===== src/hdl/port_s_pkg.sv =====
package port_s_pkg;

    // ------------------------------------------------------------------
    // Register map
    // ------------------------------------------------------------------
    localparam logic [11:0] PIN_DATA_ADDR  = 12'h248;
    localparam logic [11:0] DIRECTION_ADDR = 12'h249;
    localparam logic [11:0] PIN_DATA_BYTE  = 12'h920;  // Four times the index
    localparam logic [11:0] DIRECTION_BYTE = 12'h924;
    localparam logic [7:0]  PIN_DATA_RESET  = 8'h00;
    localparam logic [7:0]  DIRECTION_RESET = 8'h00;

    // ------------------------------------------------------------------
    // Pin group layout
    // ------------------------------------------------------------------
    localparam int PORT_WIDTH     = 8;
    localparam int SYNC_LO        = 4;
    localparam int SYNC_HI        = 7;
    localparam int ASYNC_ONE_LO   = 2;
    localparam int ASYNC_ONE_HI   = 3;
    localparam int ASYNC_ZERO_LO  = 0;
    localparam int ASYNC_ZERO_HI  = 1;

    // ------------------------------------------------------------------
    // Bus answers
    // ------------------------------------------------------------------
    localparam logic [1:0] RESP_OKAY   = 2'h0;
    localparam logic [1:0] RESP_SLVERR = 2'h2;

endpackage


===== src/hdl/pin_sync_if.sv =====
// Raw pins into the synchroniser, filtered levels out
interface pin_sync_if;
    import port_s_pkg::*;
    logic [PORT_WIDTH-1:0] raw;
    logic [PORT_WIDTH-1:0] level;
    modport source (output raw, input level);
    modport sync   (input raw, output level);
endinterface


===== src/hdl/port_s_pin_data.sv =====
// Decided for this implementation: the AXI4-Lite interface to the registers.
module port_s_pin_data
    import port_s_pkg::*;
(
    input  wire logic                  aclk,
    input  wire logic                  aresetn,
    input  wire logic [11:0]           s_axi_awaddr,
    input  wire logic                  s_axi_awvalid,
    output      logic                  s_axi_awready,
    input  wire logic [31:0]           s_axi_wdata,
    input  wire logic [3:0]            s_axi_wstrb,
    input  wire logic                  s_axi_wvalid,
    output      logic                  s_axi_wready,
    output      logic [1:0]            s_axi_bresp,
    output      logic                  s_axi_bvalid,
    input  wire logic                  s_axi_bready,
    input  wire logic [11:0]           s_axi_araddr,
    input  wire logic                  s_axi_arvalid,
    output      logic                  s_axi_arready,
    output      logic [31:0]           s_axi_rdata,
    output      logic [1:0]            s_axi_rresp,
    output      logic                  s_axi_rvalid,
    input  wire logic                  s_axi_rready,
    input  wire logic [PORT_WIDTH-1:0] pin_in,
    output      logic [PORT_WIDTH-1:0] pin_out,
    output      logic [PORT_WIDTH-1:0] pin_oe_n,
    input  wire logic                  sync_serial_unit_zero_en,
    input  wire logic [3:0]            sync_serial_out,
    input  wire logic [3:0]            sync_serial_oe,
    output      logic [3:0]            sync_serial_in,
    input  wire logic                  async_serial_unit_one_en,
    input  wire logic [1:0]            async_one_out,
    input  wire logic [1:0]            async_one_oe,
    output      logic [1:0]            async_one_in,
    input  wire logic                  async_serial_unit_zero_en,
    input  wire logic [1:0]            async_zero_out,
    input  wire logic [1:0]            async_zero_oe,
    output      logic [1:0]            async_zero_in
);

    // ------------------------------------------------------------------
    // State
    // ------------------------------------------------------------------
    typedef enum logic [0:0] {WR_IDLE, WR_RESP} wr_phase_t;
    typedef enum logic [0:0] {RD_IDLE, RD_DATA} rd_phase_t;

    typedef struct packed {
        logic [PORT_WIDTH-1:0] port_s_pin_data;
        logic [PORT_WIDTH-1:0] port_s_direction;
        logic                  aw_held;
        logic [11:0]           aw_addr;
        logic                  w_held;
        logic [31:0]           w_data;
        logic [3:0]            w_strb;
        wr_phase_t             wr_phase;
        logic [1:0]            bresp;
        rd_phase_t             rd_phase;
        logic [31:0]           rdata;
        logic [1:0]            rresp;
    } port_state_t;

    port_state_t state;
    port_state_t next_state;

    logic [PORT_WIDTH-1:0] periph_en;
    logic [PORT_WIDTH-1:0] periph_out;
    logic [PORT_WIDTH-1:0] periph_oe;
    logic [PORT_WIDTH-1:0] pin_level;
    logic [PORT_WIDTH-1:0] read_view;

    pin_sync_if pins ();

    // ------------------------------------------------------------------
    // Pin input buffering
    // ------------------------------------------------------------------
    assign pins.raw  = pin_in;
    assign pin_level = pins.level;

    pin_input_sync u_sync (
        .aclk    (aclk),
        .aresetn (aresetn),
        .pins    (pins)
    );

    // ------------------------------------------------------------------
    // Peripheral claim per bit, high bits first
    // ------------------------------------------------------------------
    assign periph_en  = {{4{sync_serial_unit_zero_en}},
                         {2{async_serial_unit_one_en}},
                         {2{async_serial_unit_zero_en}}};
    assign periph_out = {sync_serial_out, async_one_out, async_zero_out};
    assign periph_oe  = {sync_serial_oe, async_one_oe, async_zero_oe};

    // Peripherals see the buffered pin level at all times
    assign sync_serial_in = pin_level[SYNC_HI:SYNC_LO];
    assign async_one_in   = pin_level[ASYNC_ONE_HI:ASYNC_ONE_LO];
    assign async_zero_in  = pin_level[ASYNC_ZERO_HI:ASYNC_ZERO_LO];

    // Per-bit mux: peripheral wins, direction register is left alone
    generate
        for (genvar b = 0; b < PORT_WIDTH; b++) begin : g_pin
            always_comb begin
                if (periph_en[b]) begin
                    pin_out[b]  = periph_out[b];
                    pin_oe_n[b] = ~periph_oe[b];
                end else begin
                    pin_out[b]  = state.port_s_pin_data[b];
                    pin_oe_n[b] = ~state.port_s_direction[b];
                end
            end
            // Latch for outputs, pin for inputs
            assign read_view[b] = state.port_s_direction[b] ?
                                  state.port_s_pin_data[b] : pin_level[b];

        end
    endgenerate

    // ------------------------------------------------------------------
    // AXI4-Lite slave; address and data may arrive in either order
    // ------------------------------------------------------------------
    assign s_axi_awready = !state.aw_held && state.wr_phase == WR_IDLE;
    assign s_axi_wready  = !state.w_held && state.wr_phase == WR_IDLE;
    assign s_axi_bvalid  = state.wr_phase == WR_RESP;
    assign s_axi_bresp   = state.bresp;
    assign s_axi_arready = state.rd_phase == RD_IDLE;
    assign s_axi_rvalid  = state.rd_phase == RD_DATA;
    assign s_axi_rdata   = state.rdata;
    assign s_axi_rresp   = state.rresp;

    always_comb begin
        next_state = state;
        // Capture write halves
        if (s_axi_awvalid && s_axi_awready) begin
            next_state.aw_held = 1'b1;
            next_state.aw_addr = s_axi_awaddr;
        end
        if (s_axi_wvalid && s_axi_wready) begin
            next_state.w_held = 1'b1;
            next_state.w_data = s_axi_wdata;
            next_state.w_strb = s_axi_wstrb;
        end
        // Commit once both halves are present
        case (state.wr_phase)
            WR_IDLE: begin
                if (state.aw_held && state.w_held) begin
                    next_state.aw_held  = 1'b0;
                    next_state.w_held   = 1'b0;
                    next_state.wr_phase = WR_RESP;
                    next_state.bresp    = RESP_OKAY;
                    case (state.aw_addr)
                        PIN_DATA_BYTE: begin
                            if (state.w_strb[0]) begin
                                next_state.port_s_pin_data = state.w_data[7:0];
                            end
                        end
                        DIRECTION_BYTE: begin
                            if (state.w_strb[0]) begin
                                next_state.port_s_direction = state.w_data[7:0];
                            end
                        end
                        default: begin
                            next_state.bresp = RESP_SLVERR;
                        end
                    endcase
                end
            end
            WR_RESP: begin
                if (s_axi_bready) begin
                    next_state.wr_phase = WR_IDLE;
                end
            end
            default: begin
                next_state.wr_phase = WR_IDLE;
            end
        endcase
        // Reads answer one cycle after the address is taken
        case (state.rd_phase)
            RD_IDLE: begin
                if (s_axi_arvalid) begin
                    next_state.rd_phase = RD_DATA;
                    next_state.rresp    = RESP_OKAY;
                    case (s_axi_araddr)
                        PIN_DATA_BYTE:  next_state.rdata = {24'h000000, read_view};
                        DIRECTION_BYTE: next_state.rdata = {24'h000000,
                                                            state.port_s_direction};
                        default: begin
                            next_state.rdata = 32'h00000000;
                            next_state.rresp = RESP_SLVERR;
                        end
                    endcase
                end
            end
            RD_DATA: begin
                if (s_axi_rready) begin
                    next_state.rd_phase = RD_IDLE;
                end
            end
            default: begin
                next_state.rd_phase = RD_IDLE;
            end
        endcase
    end

    // Register the whole state
    always_ff @(posedge aclk) begin
        if (!aresetn) begin
            state                  <= '0;
            state.port_s_pin_data  <= PIN_DATA_RESET;
            state.port_s_direction <= DIRECTION_RESET;
        end else begin
            state <= next_state;
        end
    end
endmodule


===== src/hdl/pin_input_sync.sv =====
module pin_input_sync
    import port_s_pkg::*;
(
    input  wire logic aclk,
    input  wire logic aresetn,
    pin_sync_if.sync  pins
);

    typedef struct packed {
        logic [PORT_WIDTH-1:0] first;
        logic [PORT_WIDTH-1:0] second;
        logic [PORT_WIDTH-1:0] third;
        logic [PORT_WIDTH-1:0] level;
    } sync_state_t;

    sync_state_t state;
    sync_state_t next_state;

    // ------------------------------------------------------------------
    // Three stages; a change counts once stages two and three agree
    // ------------------------------------------------------------------
    always_comb begin
        next_state        = state;
        next_state.first  = pins.raw;
        next_state.second = state.first;
        next_state.third  = state.second;
        for (int i = 0; i < PORT_WIDTH; i++) begin
            if (state.second[i] == state.third[i]) begin
                next_state.level[i] = state.third[i];
            end
        end
    end

    // Reset to constants only
    always_ff @(posedge aclk) begin
        if (!aresetn) begin
            state <= '0;
        end else begin
            state <= next_state;
        end
    end

    assign pins.level = state.level;

endmodule


===== config.mk =====
export PLATFORM = sky130hd
export DESIGN_NAME = port_s_pin_data
export DESIGN_NICKNAME = d
export VERILOG_FILES = /design/src/hdl/port_s_pkg.sv /design/src/hdl/pin_sync_if.sv /design/src/hdl/port_s_pin_data.sv /design/src/hdl/pin_input_sync.sv
export SDC_FILE = /design/constraint.sdc
export NUM_CORES = 1
export LEC_CHECK = 0
export BUFFER_PORTS_ARGS = -buffer_cell sky130_fd_sc_hd__buf_2
export CAP_MARGIN = 40
export CORE_MARGIN = 8
export CORE_UTILIZATION = 35
export CTS_BUF_LIST = sky130_fd_sc_hd__clkbuf_8
export DETAILED_ROUTE_END_ITERATION = 7
export SLEW_MARGIN = 10
export SYNTH_ARGS = -nofsm -noshare
export SYNTH_HDL_FRONTEND = slang
export SYNTH_SLANG_ARGS = --single-unit

===== constraint.sdc =====
create_clock -name aclk -period 1.68 [get_ports aclk]
set_clock_uncertainty 0.1 [all_clocks]
set_input_delay 0.252 -clock aclk [delete_from_list [all_inputs] [get_ports aclk]]
set_output_delay 0.252 -clock aclk [all_outputs]
set_load 0.01 [all_outputs]

Word-level counts from Yosys, hierarchy flattened --
Cells that the tools add are included.
Storage, ports and cells: flip-flop bits (word level) 136, output and inout port bits 65
Operators by class: reduce and logical (&&, ||, !) cells 13, bitwise logic cells 18, equality and inequality tests 12, multiplexer cells 39
Operator list (count):
- == test 12 bit, second input constant | 4
- two-way mux 37 bit | 1
- two-way mux 35 bit | 1
- two-way mux 1 bit | 30
- NOT 1 bit | 18
- one-hot mux 8 bit (2 select lines) | 1
- two-way mux 13 bit | 1
- == test 1 bit | 8
- AND reduction 4 bit | 2
- logical AND 1 bit | 5
- two-way mux 2 bit | 2
- one-hot mux 1 bit (2 select lines) | 2
- AND reduction 2 bit | 2
- OR reduction 2 bit | 2
- two-way mux 3 bit | 1
- logical NOT 1 bit | 2

Logic depth before layout (Yosys ltp) --
Gate-level depths: netlist of run 1.
depth in word-level cells 6, gate-level depth with buffers 5, mapped depth without buffers 4

Hierarchy --
Synthesis of run 1 repeated with hierarchy kept, for this count alone.
Unflattened totals: cell total of the unflattened synthesis 378, area, all modules 3624.7 µm²
Modules (own cells, without submodules):
- port_s_pin_data | instances 1, seq. area each 1021.0 µm², cells each 287, area an instance 2603.7 µm²
- pin_input_sync | instances 1, seq. area each 640.6 µm², cells each 91, area an instance 1021.0 µm²

Worst setup path after synthesis of run 1 --
No wires, ideal clock.
kind register -> register, start register state[75] (netlist bit), end register state[88] (netlist bit), slack -0.126 ns, library setup time 0.119 ns, buffers on the path 1, period minus slack after synthesis 1.806 ns, cell stages (with the launch flop) 5, arrival 1.587 ns, path through dfxtp_1 or4b_4 or4_4 buf_6 mux2i_1
On the way: longest elaborated chain between the ends 2
Ends and longest elaborated chain:
- from (decl) | line port_s_pin_data.sv:62 | port_state_t state;
- from (signal assigned) | line port_s_pin_data.sv:211 | state <= next_state;
- == test 12 bit | line port_s_pin_data.sv:150 | case (state.aw_addr)
- AND reduction 4 bit (no source line)
No other way between the ends. A chain may end at the register's enable or synchronous reset.

Final worst setup path of run 1 --
start register state[75] (netlist bit), end register state[89] (netlist bit)
The elaborated chain is that of the path after synthesis.

==> qor.txt, run 1 <==
====================================================================================
Number of top-level pins                                                         159
Max Slew Vio Count                                                                 0
Number of buffers created by CTS                                                   9
Worst-margin pin slew                                                         661 ps
Global route overflow                                                              0
Syn Std Cell Area                                                         3540 sq um
CTS root buffer                                                         sky130_fd_sc_hd__clkbuf_8
Number of vias per cell after detailed routing                                  4.37
Worst Hold Slack                                                             31.7 ps
Maximum number of pins on one net before global-route repair                      57
Shortest clock period the worst path allows after layout                     1830 ps
Detailed Route WL                                                       7940 microns
Timing-limited maximum frequency                                             546 MHz
Slack of the worst reg-to-reg path                                           -150 ps
Leading cell type in the layout, fill and taps excluded                 sky130_fd_sc_hd__buf_2
Clock tree from TritonCTS                                                        yes
Setup total negative slack                                                  -1890 ps
Maximum resistive drop on vdd                                               0.391 mV
Quantity of I/O buffers inserted on ports                                        105
Clock latency on the worst-skew pair                                          350 ps
Status                                                                  finished with violations
Height of the die                                                        117 microns
Number of buffers on the longest clock path                                        2
Path type of the worst min-delay path                                   primary input to flop
Dominant cell type by area after synthesis                              sky130_fd_sc_hd__dfxtp_1
Number of antenna violations at the first check in global routing                  0
All-layer global routing usage                                                 11.7%
Critical setup path kind                                                flop to flop
Simple-gate area share of the yosys netlist                                    18.7%
Area growth, synth to finish                                                   21.4%
Finish-stage setup viols                                                          16
Placer's final routability congestion estimate                                 0.740
Fraction of post-synthesis cell area in the top cell type by area              47.0%
Synth Warn #                                                                       0
Initial Util                                                                   36.2%
Kind of launch point of the worst setup path                                    flop
Area of the core                                                          9770 sq um
Drc violations                                                                     0
Post-synthesis compound-gate area fraction                                     12.6%
Gate Count Post-Synth                                                            389
Vias in the first global route                                                 2,628
Pwr dens                                                                 884 nW/um^2
Fin nets                                                                         581
Mean instance size in the synthesized netlist                             9.10 sq um
Slew Limit Headroom                                                            55.8%
Parity-gate share of the synthesized area counting xor and xnor cells             0%
Clock slew seen by the registers of the worst setup and hold paths             90 ps
Area after DPL                                                            4010 sq um
Mux cell area share after synthesis                                            9.34%
Failing checks                                                          setup timing
Distinct cell type count after synthesis                                          29
#FFs+latches synth                                                                83
Most used cells in the layout excluding fill and tap cells              105 x sky130_fd_sc_hd__buf_2, 88 x sky130_fd_sc_hd__nand2_1, 81 x sky130_fd_sc_hd__dfxtp_1, 30 x sky130_fd_sc_hd__a21boi_0
Power spent charging and discharging nets                                    1010 uW
Max Cap Viol                                                                       0
Fraction of final layout cells sized beyond drive strength 1                   29.3%
RSZ-0062 raised after global routing                                             yes
Post-Place Worst Slack                                                       -178 ps
Internal power component                                                     2790 uW
H-Tree Depth                                                                       3
Crit path max fanout                                                               8
Switching power as a share of total power                                      26.6%
Residual antenna-violating net count after detailed routing                        0
Largest cells by area after synthesis                                   sky130_fd_sc_hd__dfxtp_1 47%, sky130_fd_sc_hd__buf_4 9.3%, sky130_fd_sc_hd__nand2_1 9.3%
Number of inserted diodes                                                          0
First-pass GRT wire length                                              12,400 microns
Adder-Cell Fraction of Synth Area                                                 0%
Worst setup margin                                                           -152 ps
Number of endpoints with negative hold slack in the final report                   0
Share of total power in combinational logic                                    10.6%
First DRT Iteration DRCs                                                          87
Leakage dissipation                                                       0.00189 uW
Final standard cell utilization of the core                                    44.0%
Req. time, crit path                                                         1810 ps
Part of the power in the clock network                                         34.8%
Full die area                                                           13,600 sq um
Vias                                                                           2,730
Kind of end point of the critical path                                          flop
HPWL after DPL                                                          6240 microns
Detailed-router iteration count before antenna repair                              4
Post-layout instance area                                                 4300 sq um
Count of clock tree sinks                                                         83
Fillers                                                                          968
Proportion of synthesized chip area in sequential cells                        47.0%
Die width                                                                117 microns
Seq pwr share                                                                  54.6%
Tcrit/Tclk final                                                                109%
Core Rows                                                                         36
Data arrival, critical path                                                  1960 ps
Routed len/inst                                                         12.7 microns
Dominant combinational cell family by area after synthesis              simple AND/OR/NAND/NOR gates
====================================================================================
## kinds of logic after synthesis
kind of cell,count (synthesis)
simple gates,137
other cells,1
compound gates,66
buf+inv,70
flops,83
mux,32
## state kept, by name, summed over array words and instances (netlist names)
signal / cells
s_axi_rvalid: 1
u_sync.state: 8
u_sync.pins.level: 8
state: 39
u_sync.next_state: 16
s_axi_bvalid: 1
s_axi_rdata: 8
s_axi_rresp: 1
s_axi_bresp: 1
## cell type report
class | count | area (sq um) | share of cell area, %
clock inverters | 7 | 58.8 | 1.37
flip-flops and latches | 83 | 1660 | 38.7
repair buffers | 122 | 702 | 16.3
inverters | 10 | 37.5 | 0.874
well taps | 133 | 166 | 3.87
multi-input cells | 261 | 1540 | 35.9
clock buffers | 9 | 124 | 2.88
## synthesized netlist by cell type (all sizes together)
cell type,count
nand2b,1
nor2b,2
mux2,8
or4,1
a21boi,30
nor2,8
o31a,8
or4b,1
and3,1
a31oi,1
and3b,1
nor4b,3
and2,26
clkbuf,14
buf,46
mux2i,24
o211a,2
o21ai,25
nand3b,1
inv,10
conb,1
nand2,88
nor4,1
nor3b,1
nand3,2
dfxtp,83
## metal layers
| metal | vias up | GRT usage [%] | wire length [microns] |
|---|---|---|---|
| met3 | 10 | 3.77 | 598 |
| met4 | 0 | 4.78 | 112 |
| met5 | - | 0 | 0 |
| met2 | 70 | 19.6 | 3930 |
| li1 | 1403 | - | - |
| met1 | 1247 | 13.5 | 3310 |
## metrics by stage
step	power, uW	std cells
floorplan	2380	414
global placement	2490	600
detailed placement	2500	600
CTS	3840	625
global route	4010	625
finish	3800	625
## power groups by stage
stage / clock network (uW) / logic (uW) / registers [uW]
after detailed placement: 0 / 388 / 2120
final: 1320 / 403 / 2070
after global placement: 0 / 381 / 2110
after floorplan: 0 / 271 / 2110
after global routing: 1470 / 456 / 2080
after CTS: 1370 / 406 / 2070
## critical path, stage by stage, from the launching register on
cell	delay (ps)
sky130_fd_sc_hd__dfxtp_2	320
sky130_fd_sc_hd__or4b_4	540
sky130_fd_sc_hd__or4_4	600
sky130_fd_sc_hd__mux2i_1	160
## worst paths after layout
check / start / to / cells past startpoint
max: state[75] / state[89] / 3
min: s_axi_arvalid / s_axi_rvalid / 2
max reg2reg: state[75] / state[89] / 3
min reg2reg: u_sync.next_state[17] / u_sync.next_state[9] / 1
## timing repair
item / in CTS / in global routing
hold buffers: 8 / 0
buffers inserted: 1 / 0
hold endpoints to repair: 8 / 0
gates resized for setup: 0 / 4
pin swaps: 1 / 2
setup endpoints to repair: 16 / 16
(Power assumes the default switching activity.)
==> run 2, diff against run 1 <==
- ABC_AREA: default -> 1
- CORE_MARGIN: 8 -> 2
==> qor.txt, run 2 <==
=================================================================================
Count of flip-flops with a built-in enable after synthesis                      0   unchanged
HPWL after DPL                                                       5860 microns   was 6240 microns
Clock slew seen by the registers of the worst setup and hold paths          80 ps   was 90 ps
Path type of the worst min-delay path                                primary input to flop   unchanged
Hold-fix buffer count after cts                                                 8   unchanged
Stage delay of the slowest cell on the critical path                       350 ps   was 600 ps
Crit path max fanout                                                           18   was 8
Gate Count Post-Synth                                                         537   was 389
Clock tree from TritonCTS                                                     yes   unchanged
Count of clock tree sinks                                                      83   unchanged
Dominant cell type by area after synthesis                           sky130_fd_sc_hd__dfxtp_1   unchanged
Maximum resistive drop on vdd                                            0.470 mV   was 0.391 mV
Fin nets                                                                      725   was 581
Residual antenna-violating net count after detailed routing                     0   unchanged
Kind of launch point of the worst setup path                                 flop   unchanged
Proportion of synthesized chip area in sequential cells                     43.0%   was 47.0%
Area of the core                                                     10,800 sq um   was 9770 sq um
Largest cells by area after synthesis                                sky130_fd_sc_hd__dfxtp_1 43%, sky130_fd_sc_hd__nand2_1 9.0%, sky130_fd_sc_hd__buf_4 8.7%   was sky130_fd_sc_hd__dfxtp_1 47%, sky130_fd_sc_hd__buf_4 9.3%, sky130_fd_sc_hd__nand2_1 9.3%
Largest register FFs                                                           39   unchanged
Number of buffers created by CTS                                                9   unchanged
Power, Total                                                              4090 uW   was 3800 uW
Synth Warn #                                                                    0   unchanged
Kind of end point of the critical path                                       flop   unchanged
Max Cap Viol                                                                    0   unchanged
Timing-limited maximum frequency                                          677 MHz   was 546 MHz
Finish-stage setup viols                                                        0   was 16
Drc violations                                                                  0   unchanged
Data arrival, critical path                                               1590 ps   was 1960 ps
Leading cell type in the layout, fill and taps excluded              sky130_fd_sc_hd__buf_2   unchanged
Shortest clock period the worst path allows after layout                  1480 ps   was 1830 ps
Max Slew Vio Count                                                              0   unchanged
Vias                                                                        3,298   was 2,730
#FFs+latches synth                                                             83   unchanged
Distinct cell type count after synthesis                                       25   was 29
Pwr dens                                                              894 nW/um^2   was 884 nW/um^2
Leading cell type by number of instances after synthesis             sky130_fd_sc_hd__nand2_1   unchanged
RSZ-0062 raised after global routing                                           no   was yes
Sequence of cells on the critical path                               nor2_1 -> nand2_1 -> o21ai_0 -> a21oi_1   was or4b_4 -> or4_4 -> mux2i_1
Core Rows                                                                      38   was 36
Critical setup path kind                                             flop to flop   unchanged
Placer's final routability congestion estimate                              0.757   was 0.740
Fraction of post-synthesis cell area in the top cell type by area           43.0%   was 47.0%
Leading register cell type out of synthesis                          sky130_fd_sc_hd__dfxtp_1   unchanged
CTS root buffer                                                      sky130_fd_sc_hd__clkbuf_8   unchanged
Height of the die                                                     109 microns   was 117 microns
Global route overflow                                                           0   unchanged
Syn Std Cell Area                                                      3860 sq um   was 3540 sq um
Seq pwr share                                                               51.5%   was 54.6%
Tcrit/Tclk final                                                            87.9%   was 109%
Number of standard cells in the final layout excluding fillers                776   was 625
Number of buffers on the longest clock path                                     2   unchanged
Maximum number of pins on one net before global-route repair                   74   was 57
Number of inserted diodes                                                       0   unchanged
Resized Gates After CTS                                                         0   unchanged
H-Tree Depth                                                                    3   unchanged
Number of vias per cell after detailed routing                               4.25   was 4.37
Number of buffers inserted by post-CTS setup repair                             0   was 1
Share of total power in combinational logic                                 13.2%   was 10.6%
Detailed-router iteration count before antenna repair                           4   unchanged
Area growth, synth to finish                                                18.5%   was 21.4%
Number of top-level pins                                                      159   unchanged
Placed Cells incl. Taps                                                       752   was 600
Full die area                                                        11,900 sq um   was 13,600 sq um
Detailed Route WL                                                    7970 microns   was 7940 microns
Fraction of final layout cells sized beyond drive strength 1                22.0%   was 29.3%
Vias in the first global route                                              2,880   was 2,628
Routed len/inst                                                      10.3 microns   was 12.7 microns
First DRT Iteration DRCs                                                      108   was 87
Most used cells in the layout excluding fill and tap cells           105 x sky130_fd_sc_hd__buf_2, 93 x sky130_fd_sc_hd__nand2_1, 84 x sky130_fd_sc_hd__inv_1, 83 x sky130_fd_sc_hd__dfxtp_1, 79 x sky130_fd_sc_hd__nor2_1   was 105 x sky130_fd_sc_hd__buf_2, 88 x sky130_fd_sc_hd__nand2_1, 81 x sky130_fd_sc_hd__dfxtp_1, 30 x sky130_fd_sc_hd__a21boi_0
Die width                                                             109 microns   was 117 microns
First-pass GRT wire length                                           12,800 microns   was 12,400 microns
All-layer global routing usage                                              13.9%   was 11.7%
Quantity of I/O buffers inserted on ports                                     105   unchanged
Most flops, register                                                        state   unchanged
Power spent charging and discharging nets                                 1080 uW   was 1010 uW
Number of antenna violations at the first check in global routing               0   unchanged
Worst Hold Slack                                                          51.3 ps   was 31.7 ps
Number of endpoints with negative hold slack in the final report                0   unchanged
Fraction of registers with async set or reset after synthesis                  0%   unchanged
Internal power component                                                  3010 uW   was 2790 uW
Setup total negative slack                                                   0 ps   was -1890 ps
Status                                                               complete, no violations   was finished with violations
Switching power as a share of total power                                   26.5%   was 26.6%
Most numerous cell types in the synthesized netlist                  93 x sky130_fd_sc_hd__nand2_1, 83 x sky130_fd_sc_hd__dfxtp_1, 83 x sky130_fd_sc_hd__inv_1   was 88 x sky130_fd_sc_hd__nand2_1, 83 x sky130_fd_sc_hd__dfxtp_1, 44 x sky130_fd_sc_hd__buf_4
Leakage dissipation                                                    0.00236 uW   was 0.00189 uW
Clock latency on the worst-skew pair                                       340 ps   was 350 ps
Slowest library cell on the worst path                               sky130_fd_sc_hd__dfxtp_1   was sky130_fd_sc_hd__or4_4
Part of the power in the clock network                                      35.3%   was 34.8%
Initial Util                                                                35.8%   was 36.2%
Req. time, crit path                                                      1790 ps   was 1810 ps
Mean instance size in the synthesized netlist                          7.19 sq um   was 9.10 sq um
=================================================================================
-- run 2: critical path, delay by kind of cell, from the launching register on --
kind	cells	cell delay [ps]
flip-flops	1	350
AO/OA/AOI/OAI	2	390
AND/OR/NAND/NOR	2	510
-- run 2: final cells by class --
cell class | instances | area [sq um]
Tap cell | 140 | 175
Inverter | 85 | 319
Clock buffer | 10 | 138
Sequential cell | 83 | 1660
Clock inverter | 6 | 66.3
Multi-Input combinational cell | 332 | 1550
Timing Repair Buffer | 120 | 671
Fill cell | 1149 | 6220
-- run 2: worst paths after layout --
check | startpoint | end | cells after the start | slack [ps]
setup / recovery | state[74] | state[48] | 4 | 200
hold / removal | s_axi_awaddr[9] | state[84] | 3 | 50
setup reg to reg | state[74] | state[48] | 4 | 200
hold reg to reg | u_sync.next_state[16] | u_sync.next_state[8] | 2 | 310
-- run 2: logic make-up (layout without fill, tap and decap cells) --
kind of cell,Yosys count,in the layout,share of synthesized area (%)
and+or+nand+nor,228,228,27.2
other,1,26,0.0971
AOI/OAI and AO/OA,78,78,10.3
buffers and inverters,147,221,19.4
DFF,83,83,43.0
-- run 2: power by group through the flow --
stage / logic [uW] / registers, uW / clock network, uW
floorplan: 414 / 2150 / 0
global placement: 519 / 2150 / 0
detailed placement: 533 / 2160 / 0
CTS: 548 / 2110 / 1500
global route: 617 / 2120 / 1580
finish: 539 / 2110 / 1440
-- run 2: per-layer routing --
metal	vias up	wire length (microns)	global-route usage, %
met3	9	466	3.95
met4	0	122	5.31
li1	1785	-	-
met1	1420	3610	16.5
met2	84	3780	23.6
met5	-	0	0
-- run 2: per-stage QoR --
step | worst slack (ps) | cell area, sq um | utilization (%)
floorplan | 342 | 3960 | -
global placement | 225 | 4290 | 39.8
detailed placement | 182 | 4290 | 39.8
CTS | 158 | 4580 | 42.4
global route | 41.0 | 4580 | 42.4
finish | 203 | 4580 | 42.4
==> run 3, diff against run 2 <==
- ABC_AREA: 1 -> 0
==> qor.txt, run 3 (same netlist as run 1, synthesis figures left out) <==
=================================================================================
RSZ-0062 raised after global routing                                          yes   was no
Number of vias per cell after detailed routing                               4.42   was 4.25
Clock slew seen by the registers of the worst setup and hold paths          90 ps   was 80 ps
Hold Path Stages                                                                2   was 3
Met1 layer wirelength in the final routing                           3170 microns   was 3610 microns
Critical setup path kind                                             flop to flop   unchanged
Reg-to-Reg End                                                          state[95]   was state[48]
Fin nets                                                                      581   was 725
Number of buffers on the longest clock path                                     2   unchanged
Finish-stage setup viols                                                       16   was 0
Top Family by Delay on Critical Path                                 simple AND/OR/NAND/NOR gates   unchanged
Routed length on met3                                                 340 microns   was 466 microns
Count of clock tree sinks                                                      83   unchanged
Drc violations                                                                  0   unchanged
Fillers                                                                       973   was 1,149
Height of the die                                                     105 microns   was 109 microns
All-layer global routing usage                                              14.2%   was 13.9%
Maximum number of pins on one net before global-route repair                   59   was 74
Shortest clock period the worst path allows after layout                  1870 ps   was 1480 ps
Placer's final routability congestion estimate                              0.760   was 0.757
Die width                                                             105 microns   was 109 microns
Maximum resistive drop on vdd                                            0.431 mV   was 0.470 mV
Clock tree from TritonCTS                                                     yes   unchanged
Final standard cell utilization of the core                                 43.9%   was 42.4%
Leakage dissipation                                                    0.00189 uW   was 0.00236 uW
Max Cap Viol                                                                    0   unchanged
Post-Place Worst Slack                                                    -182 ps   was 182 ps
Req. time, crit path                                                      1820 ps   was 1790 ps
Vias                                                                        2,761   was 3,298
Most flops, register                                                        state   unchanged
Startpoint of the worst register-to-register path                       state[75]   was state[74]
Number of antenna violations at the first check in global routing               0   unchanged
R2r worst-path depth                                                            3   was 4
Worst Hold Slack                                                          41.7 ps   was 51.3 ps
Stage delay of the slowest cell on the critical path                       640 ps   was 350 ps
Number of buffers created by CTS                                                9   unchanged
Number of buffers and inverters on the critical path                            0   unchanged
HPWL after DPL                                                       5580 microns   was 5860 microns
Worst-margin pin slew                                                      608 ps
Kind of launch point of the worst setup path                                 flop   unchanged
Largest register FFs                                                           39   unchanged
First-pass GRT wire length                                           12,400 microns   was 12,800 microns
Status                                                               finished with violations   was complete, no violations
Max Slew Vio Count                                                              0   unchanged
Initial Util                                                                36.2%   was 35.8%
Full die area                                                        10,900 sq um   was 11,900 sq um
Crit path launch                                                        state[75]   was state[74]
Vias in the first global route                                              2,777   was 2,880
Most used cells in the layout excluding fill and tap cells           105 x sky130_fd_sc_hd__buf_2, 88 x sky130_fd_sc_hd__nand2_1, 82 x sky130_fd_sc_hd__dfxtp_1, 30 x sky130_fd_sc_hd__a21boi_0, 26 x sky130_fd_sc_hd__conb_1   was 105 x sky130_fd_sc_hd__buf_2, 93 x sky130_fd_sc_hd__nand2_1, 84 x sky130_fd_sc_hd__inv_1, 83 x sky130_fd_sc_hd__dfxtp_1, 79 x sky130_fd_sc_hd__nor2_1
Leading cell type in the layout, fill and taps excluded              sky130_fd_sc_hd__buf_2   unchanged
Number of endpoints with negative hold slack in the final report                0   unchanged
Slew Limit Headroom                                                         59.4%
Path type of the worst min-delay path                                primary input to flop   unchanged
Sequential Area                                                        1660 sq um   about the same
Kind of end point of the critical path                                       flop   unchanged
Area of the core                                                       9770 sq um   was 10,800 sq um
Worst Hold Launch                                                    s_axi_arvalid   was s_axi_awaddr[9]
Number of top-level pins                                                      159   unchanged
Residual antenna-violating net count after detailed routing                     0   unchanged
Timing-limited maximum frequency                                          534 MHz   was 677 MHz
Hold worst-path end                                                  s_axi_rvalid   was state[84]
Data arrival, critical path                                               2010 ps   was 1590 ps
Area growth, synth to finish                                                21.1%   was 18.5%
Pwr dens                                                              873 nW/um^2   was 894 nW/um^2
Core Rows                                                                      36   was 38
Crit path max fanout                                                            8   was 18
Number of inserted diodes                                                       0   unchanged
Worst setup margin                                                        -194 ps   was 203 ps
Clock latency on the worst-skew pair                                       340 ps   about the same
Met2 wire len                                                        3770 microns   was 3780 microns
Detailed-router iteration count before antenna repair                           4   unchanged
Area taken by multi-input logic gates                                  1550 sq um   unchanged
CTS root buffer                                                      sky130_fd_sc_hd__clkbuf_8   unchanged
Fraction of final layout cells sized beyond drive strength 1                29.3%   was 22.0%
H-Tree Depth                                                                    3   unchanged
Failing checks                                                       setup timing
Slack of the worst reg-to-reg path                                        -190 ps   was 200 ps
Global route overflow                                                           0   unchanged
Detailed Route WL                                                    7440 microns   was 7970 microns
First DRT Iteration DRCs                                                       81   was 108
Slowest library cell on the worst path                               sky130_fd_sc_hd__or4_4   was sky130_fd_sc_hd__dfxtp_1
Sequence of cells on the critical path                               or4b_4 -> or4_4 -> mux2i_1   was nor2_1 -> nand2_1 -> o21ai_0 -> a21oi_1
Uppermost signal routing layer after detailed routing                        met4   unchanged
Quantity of I/O buffers inserted on ports                                     105   unchanged
Tcrit/Tclk final                                                             112%   was 87.9%
Routed len/inst                                                      11.9 microns   was 10.3 microns
=================================================================================
[run 3: worst register-to-register path, delay by kind of cell (launching register included)]
family	cells	cell delay [ps]
and+or+nand+nor	2	1190
muxes	1	160
DFF	1	320
[run 3: layout make-up]
class                      count  share of cell area (%)
sequential                    83                    38.8
clock buffer                   9                    2.89
multi-input combinational    261                    36.0
tap                          133                    3.88
timing repair buffer         122                    16.3
clock inverter                 7                    1.23
inverter                      10                   0.876
[run 3: metrics by stage]
step	instances	power, uW	setup TNS, ps	cell area [sq um]
3_5_place_dp	600	2500	-2230	4010
5_1_grt	625	3970	-3220	4290
3_3_place_gp	600	2490	-1920	4010
6_report	625	3740	-2400	4290
2_1_floorplan	414	2380	-1660	3630
4_1_cts	625	3800	-2300	4280
[run 3: power by group]
part	internal, uW	switching [uW]
combinational	188	213
sequential	2040	34.8
clock	544	727
total	2770	975
[run 3: how the worst max path moves through the flow]
| stage | slack (ps) | end | cells past startpoint |
|---|---|---|---|
| CTS | -170 | state[95] | 3 |
| finish | -190 | state[95] | 3 |
| detailed placement | -180 | state[95] | 3 |
| global route | -250 | state[91] | 3 |
| global placement | -160 | state[90] | 3 |
| floorplan | -130 | state[88] | 4 |
[run 3: what timing repair did]
action	CTS	global route
pin swaps	0	1
gates resized for setup	0	3
endpoints found under the setup margin	16	17
hold buffers	8	0
buffers inserted	1	0
endpoints found under the hold margin	8	0
[run 3: layer usage]
layer | GRT usage [%] | vias up
met3 | 2.99 | 9
met4 | 7.72 | 0
met2 | 24.6 | 68
li1 | - | 1411
met5 | 0 | -
met1 | 16.1 | 1273
